--- src/shared/ecld_pkg.sv ---
// Constants and types shared by the eight channel LED PWM driver
package ecld_pkg;
    // ************************************************************
    // Clock and timing
    // ************************************************************
    localparam int CLOCK_HZ = 40_000_000;
    localparam int CLOCK_NS = 25;
    localparam int PWM_HZ = 97_000;
    localparam int PWM_STEPS = 256;
    localparam int STEP_INC = PWM_HZ * PWM_STEPS;
    localparam int GROUP_DIM_HZ = 190;
    localparam int GROUP_DIM_DIV = (PWM_HZ + GROUP_DIM_HZ * PWM_STEPS / 2)
        / (GROUP_DIM_HZ * PWM_STEPS);
    localparam int BLINK_MAX_HZ = 24;
    localparam int BLINK_DIV = PWM_HZ / (BLINK_MAX_HZ * PWM_STEPS);
    localparam int SPIKE_NS = 50;
    localparam int SPIKE_CYCLES = (SPIKE_NS + CLOCK_NS - 1) / CLOCK_NS;
    localparam int FILT_CYCLES = SPIKE_CYCLES + 1;
    // ************************************************************
    // Internal register map, reached through the serial bus
    // ************************************************************
    localparam int REG_COUNT = 17;
    localparam logic [4:0] REG_MODE = 5'h00;
    localparam logic [4:0] REG_BRIGHT0 = 5'h01;
    localparam logic [4:0] REG_GROUP_DUTY = 5'h09;
    localparam logic [4:0] REG_GROUP_FREQ = 5'h0A;
    localparam logic [4:0] REG_OUT_LO = 5'h0B;
    localparam logic [4:0] REG_OUT_HI = 5'h0C;
    localparam logic [4:0] REG_SUB1 = 5'h0D;
    localparam logic [4:0] REG_GROUP_ADDR = 5'h10;
    localparam int MODE_GROUP_EN_BIT = 0;
    localparam int MODE_SUB_EN_LSB = 1;
    localparam int MODE_BLINK_BIT = 4;
    localparam logic [7:0] MODE_RESET = 8'h01;
    localparam logic [7:0] GROUP_DUTY_RESET = 8'hFF;
    localparam logic [7:0] SUB_ADDR_RESET = 8'h92;
    localparam logic [7:0] GROUP_ADDR_RESET = 8'hD0;
    // ************************************************************
    // Bus addresses and the soft reset call
    // ************************************************************
    localparam logic [3:0] ADDR_FIXED_HIGH = 4'h2;
    localparam logic [6:0] SOFT_RESET_ADDR = 7'h4F;
    localparam logic [7:0] SOFT_RESET_KEY1 = 8'hA5;
    localparam logic [7:0] SOFT_RESET_KEY2 = 8'h5A;
    localparam logic [3:0] BIT_ACK = 4'h8;
    localparam logic [3:0] BIT_DONE = 4'h9;
    typedef enum {ST_IDLE, ST_ADDR, ST_WRITE, ST_READ, ST_SOFT, ST_IGNORE} ecld_bus_e;
    typedef enum logic [1:0] {LED_OFF, LED_ON, LED_INDIV, LED_GROUP} ecld_led_e;
endpackage : ecld_pkg

--- src/hdl/ecld_led_driver.sv ---
// Eight channel LED PWM driver with a serial bus slave
`timescale 1ns/1ps
module ecld_led_driver
    import ecld_pkg::*;
(
    input wire logic clock,
    input wire logic reset,
    input wire logic resetPinN,
    input wire logic [2:0] addrPin,
    input wire logic sclIn,
    input wire logic sdaIn,
    output logic sdaOut,
    output logic sdaOe,
    output logic [7:0] ledOut,
    output logic [7:0] ledOe
);
    // ************************************************************
    // Helpers
    // ************************************************************
    function automatic logic [1:0] chanMode(input logic [7:0] lo, input logic [7:0] hi,
                                            input int ch);
        logic [15:0] all;
        all = {hi, lo};
        return all[2*ch +: 2];
    endfunction : chanMode

    function automatic logic [4:0] nextPtr(input logic [4:0] p);
        return (p == 5'(REG_COUNT - 1)) ? 5'h00 : p + 5'h01;
    endfunction : nextPtr

    function automatic logic [7:0] resetValue(input int idx);
        if (idx == int'(REG_MODE)) return MODE_RESET;
        if (idx == int'(REG_GROUP_DUTY)) return GROUP_DUTY_RESET;
        if (idx >= int'(REG_SUB1) && idx < int'(REG_GROUP_ADDR)) return SUB_ADDR_RESET;
        if (idx == int'(REG_GROUP_ADDR)) return GROUP_ADDR_RESET;
        return 8'h00;
    endfunction : resetValue

    // ************************************************************
    // Input synchronisers, spike filter and reset merge
    // ************************************************************
    logic [1:0] sync1_reg, sync2_reg, filt_reg, filt_next;
    logic [1:0] cnt_reg [2];
    logic [1:0] cnt_next [2];
    logic [2:0] addrS1_reg, addrS2_reg;
    logic pinS1_reg, pinS2_reg, soft_reg, soft_next, rstAll;

    // Pin reset is caught through two flops so it cannot go metastable
    always_ff @(posedge clock)
    begin
        if (reset)
        begin
            pinS1_reg <= 1'b1;
            pinS2_reg <= 1'b1;
        end
        else
        begin
            pinS1_reg <= resetPinN;
            pinS2_reg <= pinS1_reg;
        end
    end

    assign rstAll = reset || !pinS2_reg || soft_reg;

    // A level is taken only after FILT_CYCLES equal samples
    always_comb
    begin
        for (int i = 0; i < 2; i++)
        begin
            filt_next[i] = filt_reg[i];
            cnt_next[i] = 2'h0;
            if (sync2_reg[i] != filt_reg[i])
            begin
                cnt_next[i] = cnt_reg[i] + 2'h1;
                if (cnt_reg[i] == 2'(FILT_CYCLES - 1))
                begin
                    filt_next[i] = sync2_reg[i];
                    cnt_next[i] = 2'h0;
                end
            end
        end
    end

    always_ff @(posedge clock)
    begin
        sync1_reg <= {sdaIn, sclIn};
        sync2_reg <= sync1_reg;
        addrS1_reg <= addrPin;
        addrS2_reg <= addrS1_reg;
        if (reset)
        begin
            filt_reg <= 2'b11;
            cnt_reg <= '{2'h0, 2'h0};
        end
        else
        begin
            filt_reg <= filt_next;
            cnt_reg <= cnt_next;
        end
    end

    logic sclF, sdaF, sclRise, sclFall, busStart, busStop;
    assign sclF = filt_reg[0];
    assign sdaF = filt_reg[1];
    assign sclRise = filt_next[0] && !sclF;
    assign sclFall = !filt_next[0] && sclF;
    assign busStart = sclF && filt_next[0] && sdaF && !filt_next[1];
    assign busStop = sclF && filt_next[0] && !sdaF && filt_next[1];

    // ************************************************************
    // Bus slave and register file
    // ************************************************************
    ecld_bus_e state_reg, state_next;
    logic [3:0] bit_reg, bit_next;
    logic [7:0] rx_reg, rx_next, tx_reg, tx_next;
    logic [7:0] regs_reg [REG_COUNT];
    logic [7:0] regs_next [REG_COUNT];
    logic [4:0] ptr_reg, ptr_next;
    logic [1:0] key_reg, key_next;
    logic first_reg, first_next, oe_reg, oe_next, nack_reg, nack_next, hit;
    logic [7:0] mode;
    assign mode = regs_reg[REG_MODE];

    // Address match on own, enabled group call and enabled sub addresses
    always_comb
    begin
        hit = rx_reg[7:1] == {ADDR_FIXED_HIGH, addrS2_reg};
        if (mode[MODE_GROUP_EN_BIT] && rx_reg[7:1] == regs_reg[REG_GROUP_ADDR][7:1])
            hit = 1'b1;
        for (int s = 0; s < 3; s++)
        begin
            if (mode[MODE_SUB_EN_LSB + s] && rx_reg[7:1] == regs_reg[int'(REG_SUB1) + s][7:1])
                hit = 1'b1;
        end
    end

    // Bytes commit at the acknowledge, so each write takes effect byte by byte
    always_comb
    begin
        state_next = state_reg;
        bit_next = bit_reg;
        rx_next = rx_reg;
        tx_next = tx_reg;
        regs_next = regs_reg;
        ptr_next = ptr_reg;
        key_next = key_reg;
        first_next = first_reg;
        oe_next = oe_reg;
        nack_next = nack_reg;
        soft_next = 1'b0;
        if (busStart)
        begin
            state_next = ST_ADDR;
            bit_next = 4'h0;
            oe_next = 1'b0;
            key_next = 2'h0;
        end
        else if (busStop)
        begin
            state_next = ST_IDLE;
            oe_next = 1'b0;
            soft_next = (state_reg == ST_SOFT) && (key_reg == 2'h2);
        end
        else if (state_reg != ST_IDLE && state_reg != ST_IGNORE && sclRise)
        begin
            if (bit_reg < BIT_ACK)
            begin
                rx_next = {rx_reg[6:0], sdaF};
                bit_next = bit_reg + 4'h1;
            end
            else if (bit_reg == BIT_DONE)
                nack_next = sdaF;
        end
        else if (state_reg != ST_IDLE && state_reg != ST_IGNORE && sclFall)
        begin
            if (bit_reg == BIT_ACK)
            begin
                bit_next = BIT_DONE;
                oe_next = 1'b1;
                nack_next = 1'b0;
                unique case (state_reg)
                    ST_ADDR:
                        if (rx_reg == {SOFT_RESET_ADDR, 1'b0})
                            state_next = ST_SOFT;
                        else if (hit)
                        begin
                            state_next = rx_reg[0] ? ST_READ : ST_WRITE;
                            first_next = 1'b1;
                        end
                        else
                        begin
                            state_next = ST_IGNORE;
                            oe_next = 1'b0;
                        end
                    ST_WRITE:
                    begin
                        first_next = 1'b0;
                        if (first_reg)
                            ptr_next = rx_reg[4:0];
                        else if (ptr_reg < 5'(REG_COUNT))
                        begin
                            regs_next[ptr_reg] = rx_reg;
                            ptr_next = nextPtr(ptr_reg);
                        end
                    end
                    ST_SOFT:
                        if ((key_reg == 2'h0 && rx_reg == SOFT_RESET_KEY1)
                            || (key_reg == 2'h1 && rx_reg == SOFT_RESET_KEY2))
                            key_next = key_reg + 2'h1;
                        else
                        begin
                            state_next = ST_IGNORE;
                            key_next = 2'h0;
                            oe_next = 1'b0;
                        end
                    ST_READ:
                        oe_next = 1'b0;
                    default:
                        oe_next = 1'b0;
                endcase
            end
            else if (bit_reg == BIT_DONE)
            begin
                bit_next = 4'h0;
                oe_next = 1'b0;
                if (state_reg == ST_READ && nack_reg)
                    state_next = ST_IGNORE;
                else if (state_reg == ST_READ)
                begin
                    tx_next = (ptr_reg < 5'(REG_COUNT)) ? regs_reg[ptr_reg] : 8'h00;
                    oe_next = !tx_next[7];
                    tx_next = {tx_next[6:0], 1'b0};
                    ptr_next = nextPtr(ptr_reg);
                end
            end
            else if (state_reg == ST_READ)
            begin
                oe_next = !tx_reg[7];
                tx_next = {tx_reg[6:0], 1'b0};
            end
        end
    end

    always_ff @(posedge clock)
    begin
        if (rstAll)
        begin
            state_reg <= ST_IDLE;
            bit_reg <= 4'h0;
            rx_reg <= 8'h00;
            tx_reg <= 8'h00;
            ptr_reg <= 5'h00;
            key_reg <= 2'h0;
            first_reg <= 1'b0;
            oe_reg <= 1'b0;
            nack_reg <= 1'b0;
            for (int r = 0; r < REG_COUNT; r++)
                regs_reg[r] <= resetValue(r);
        end
        else
        begin
            state_reg <= state_next;
            bit_reg <= bit_next;
            rx_reg <= rx_next;
            tx_reg <= tx_next;
            ptr_reg <= ptr_next;
            key_reg <= key_next;
            first_reg <= first_next;
            oe_reg <= oe_next;
            nack_reg <= nack_next;
            regs_reg <= regs_next;
        end
        soft_reg <= reset ? 1'b0 : soft_next;
    end

    // ************************************************************
    // PWM timebase, group PWM and outputs
    // ************************************************************
    logic [25:0] acc_reg, acc_next;
    logic [7:0] pwm_reg, pwm_next, grp_reg, grp_next;
    logic [11:0] pre_reg, pre_next, preLimit;
    logic [7:0] led_reg, led_next;
    logic tick, periodEnd, groupStep;

    // Fractional accumulator holds the average step rate at 256 x 97 kHz
    always_comb
    begin
        acc_next = acc_reg + 26'(STEP_INC);
        tick = acc_next >= 26'(CLOCK_HZ);
        if (tick)
            acc_next = acc_next - 26'(CLOCK_HZ);
        pwm_next = tick ? pwm_reg + 8'h01 : pwm_reg;
        periodEnd = tick && pwm_reg == 8'hFF;
        preLimit = mode[MODE_BLINK_BIT]
            ? 12'(BLINK_DIV) * (12'(regs_reg[REG_GROUP_FREQ]) + 12'h001)
            : 12'(GROUP_DIM_DIV);
        groupStep = periodEnd && pre_reg >= preLimit - 12'h001;
        pre_next = groupStep ? 12'h000 : (periodEnd ? pre_reg + 12'h001 : pre_reg);
        grp_next = groupStep ? grp_reg + 8'h01 : grp_reg;
        led_next = 8'h00;
        for (int c = 0; c < 8; c++)
        begin
            unique case (ecld_led_e'(chanMode(regs_reg[REG_OUT_LO], regs_reg[REG_OUT_HI], c)))
                LED_OFF: led_next[c] = 1'b0;
                LED_ON: led_next[c] = 1'b1;
                LED_INDIV: led_next[c] = pwm_reg < regs_reg[int'(REG_BRIGHT0) + c];
                LED_GROUP: led_next[c] = pwm_reg < regs_reg[int'(REG_BRIGHT0) + c]
                    && grp_reg < regs_reg[REG_GROUP_DUTY];
            endcase
        end
    end

    always_ff @(posedge clock)
    begin
        if (rstAll)
        begin
            acc_reg <= 26'h0000000;
            pwm_reg <= 8'h00;
            pre_reg <= 12'h000;
            grp_reg <= 8'h00;
            led_reg <= 8'h00;
        end
        else
        begin
            acc_reg <= acc_next;
            pwm_reg <= pwm_next;
            pre_reg <= pre_next;
            grp_reg <= grp_next;
            led_reg <= led_next;
        end
    end

    // Open drain: enable pulls the pin low and lights the LED
    assign ledOut = 8'h00;
    assign ledOe = led_reg;
    assign sdaOut = 1'b0;
    assign sdaOe = oe_reg;
endmodule : ecld_led_driver

--- config.mk ---
export PLATFORM = sky130hd
export DESIGN_NAME = ecld_led_driver
export DESIGN_NICKNAME = d
export VERILOG_FILES = /design/src/shared/ecld_pkg.sv /design/src/hdl/ecld_led_driver.sv
export SDC_FILE = /design/constraint.sdc
export NUM_CORES = 1
export LEC_CHECK = 0
export ABC_AREA = 1
export BUFFER_PORTS_ARGS = -buffer_cell sky130_fd_sc_hd__buf_2
export CAP_MARGIN = 20
export CORE_ASPECT_RATIO = 0.6
export CORE_MARGIN = 4
export CORE_UTILIZATION = 65
export DETAILED_ROUTE_END_ITERATION = 8
export GPL_TIMING_DRIVEN = 0
export PLACE_DENSITY = 0.9
export SLEW_MARGIN = 20
export SYNTH_ARGS = -nofsm -noshare
export SYNTH_HDL_FRONTEND = slang
export SYNTH_SLANG_ARGS = --single-unit
export TNS_END_PERCENT = 50
--- constraint.sdc ---
create_clock -name clock -period 8.1 [get_ports clock]
set_clock_uncertainty 0.15 [all_clocks]
set_input_delay 1.62 -clock clock [delete_from_list [all_inputs] [get_ports clock]]
set_output_delay 1.62 -clock clock [all_outputs]
set_load 0.01 [all_outputs]
==> impl_metrics.ini <==
[worst_setup_path]
critPathCaptureType = flop
path_max_fanout = 6
arrival_ps = 7060
slowest_stage = dfxtp_1
max_stage_delay_ps = 530
start_kind = flop
worstSetupPathType = flop to flop
critPathRequiredTime_ps = 8430

[status]
violations = design-rule violations
status = complete, but fails checks

[clock_tree]
ctsResizeCount = 0
clk_pin_slew_ps = 70
numCtsBuffers = 23
root_buffer = clkbuf_16
hold_buffers = 0
cts-htree-levels = 1
clk_latency_ps = 540
cts_tree = done
clock_sinks = 240
cts_setup_buffers = 0
cts_buffer_depth = 3

[floorplanning]
pin_count = 26
start_util_pct = 66.7
coreArea_mm2 = 0.0233
dieArea_mm2 = 0.0265
die_w_um = 208
die_y_um = 128
rows = 43

[synthesis]
netlist_area_mm2 = 0.0155
synth-seq-cells = 240
yosysSeqAreaShare_pct = 34.0
yosys_most_used_dff = dfxtp_1
synth_edf_count = 48
ys_top_cells_by_area = dfxtp_1 25%, edfxtp_1 9.3%, ha_1 9.0%
ys_top_cells_by_count = 334 x nand2_1, 299 x inv_1, 260 x nor2_1
yosysMostFrequentCell = nand2_1
yosys.area.top_type = dfxtp_1
netlist_instances = 2165
yosysWarnings = 0
syn_avg_cell_area_um2 = 7.17
yosys.area.top_type_share_pct = 24.8
ys_types = 51
ys_async_sr_fraction_pct = 0

[routing]
vias_per_cell = 6.28
routedWlPerCell_um = 21.2
drc = 1
dr.pass1.iters = 9
final_antenna_net_count = 0
vias = 16000
drt_iter0_markers = 2604
routed_wl_um = 54000

[sta]
fin_crit_sh_pct = 83.1
max_slew_margin_pct = 30.8
hold_viol = 0
fin_crit_ps = 6730
final-max-slew-violation-count = 0
grt_setup_unrepaired = false
setup_tns_ps = 0
worstMarginPinSlew_ps = 1040
fmax_ghz = 0.148
setup-violations-final = 0

[global_routing]
antenna_found_initial = 1
grt_pass1_vias = 14700
grt_use_total_pct = 39.3
grt_pass1_wl_um = 82200
globalRouteOverflowTotal = 0
grt_max_degree = 33

[layout]
drive_gt1_share_pct = 6.05
post-route-cell-area_mm2 = 0.0168
fin_util_pct = 72.0
area_growth_pct = 7.95
antennaDiodeCount = 0
stdcell_count = 2546
fin_nets = 2344
fill_cells = 1888

[pwr]
pwr-share-clk_pct = 31.5
p_sw_share_pct = 35.9
p_leak_nw = 7.05
comb_power_share_pct = 28.2
ir_drop_mv = 0.276
powerDensity_mw_per_mm2 = 200
seq_power_share_pct = 40.3
power_switching_mw = 1.20
internal_power_mw = 2.15

[placed_design]
portBuffers = 16
hpwl_um = 40400
dpl.cell_count = 2505
placed_cell_area_mm2 = 0.0161
gp_congestion = 1.11

[flow_run]
drv_cap = 0

[min_path]
min_path_type = flop to flop
-- worst paths after layout --
| kind | startpoint | endpoint | slack, ps | cells past startpoint |
|---|---|---|---|---|
| min | addrS1_reg[2]$_DFF_P_ | addrS2_reg[2]$_DFF_P_ | 180 | 0 |
| max reg2reg | flop | grp_reg[6]$_SDFFE_PP0P_ | 1370 | 32 |
| min reg2reg | addrS1_reg[2]$_DFF_P_ | addrS2_reg[2]$_DFF_P_ | 180 | 0 |
| max | flop | grp_reg[6]$_SDFFE_PP0P_ | 1370 | 32 |
-- per-stage QoR --
stage          worst slack (ps)  hold WS [ps]  power (mW)
2_1_floorplan              2720           160        2.06
3_3_place_gp               1860           161        2.24
3_5_place_dp               1630           165        2.28
4_1_cts                    1560           180        3.32
5_1_grt                     934           180        3.51
6_report                   1370           177        3.36
-- logic make-up after synthesis --
| kind of cell | Yosys count | synth area share, % |
|---|---|---|
| adders and majority gates | 122 | 10.2 |
| buffers and inverters | 414 | 10.7 |
| other | 1 | 0.0242 |
| xor gates and xnor gates | 50 | 2.87 |
| and+or+nand+nor | 803 | 22.1 |
| AOI/OAI and AO/OA | 535 | 20.1 |
| DFF | 240 | 34.0 |
-- critical path, delay by kind of cell (launching register included) --
family | cells | cell delay, ps
AOI/OAI and AO/OA | 4 | 930
xor gates and xnor gates | 2 | 530
and+or+nand+nor | 17 | 2680
adders and majority gates | 5 | 1640
DFF | 1 | 530
buffers and inverters | 4 | 180
-- power groups by stage --
stage / combinational [mW] / clock, mW / sequential [mW]
floorplan: 0.707 / 0 / 1.35
finish: 0.946 / 1.06 / 1.35
detailed placement: 0.907 / 0 / 1.38
global placement: 0.867 / 0 / 1.37
global route: 1.05 / 1.10 / 1.36
CTS: 0.915 / 1.05 / 1.35
-- area by class of cell --
| type | instances | area, µm² | share of cell area [%] |
|---|---|---|---|
| multi-input combinational | 1519 | 8630 | 51.5 |
| sequential | 240 | 5290 | 31.5 |
| inverter | 308 | 1160 | 6.90 |
| clock buffer | 28 | 604 | 3.61 |
| buffer | 106 | 502 | 2.99 |
| tap | 315 | 394 | 2.35 |
| timing repair buffer | 17 | 100 | 0.597 |
| clock inverter | 13 | 95.1 | 0.567 |
-- placed cells by master, fill, tap and decap left out, drive strengths merged, types with 2 or more instances in the layout --
master | netlist | layout
o211ai | 15 | 15
clkbuf | 64 | 92
o22ai | 14 | 14
a21oi | 205 | 205
o2111ai | 2 | 2
a211oi | 117 | 117
inv | 306 | 306
nor2 | 268 | 268
edfxtp | 48 | 48
nor4 | 8 | 8
o31ai | 2 | 2
xnor2 | 9 | 9
xor2 | 41 | 41
a31oi | 24 | 24
fa | 9 | 9
dfxtp | 192 | 192
o21ai | 144 | 144
nand3 | 120 | 120
conb | 1 | 9
o21a | 3 | 3
a22o | 2 | 2
and2 | 2 | 2
ha | 112 | 112
clkinvlp | 0 | 3
nand2 | 342 | 342
or2 | 7 | 7
clkinv | 2 | 11
nand4 | 18 | 18
a21o | 3 | 3
nor3 | 36 | 36
buf | 42 | 59
-- routing by layer --
metal	part of all wire, %	global-route usage [%]	vias up
met5	0.013	0	-
met4	3.3	11.1	2
met3	18	16.7	158
met2	39	53.6	1182
met1	40	56.6	7308
li1	-	-	7339
Power figures use the tool's default switching activity.
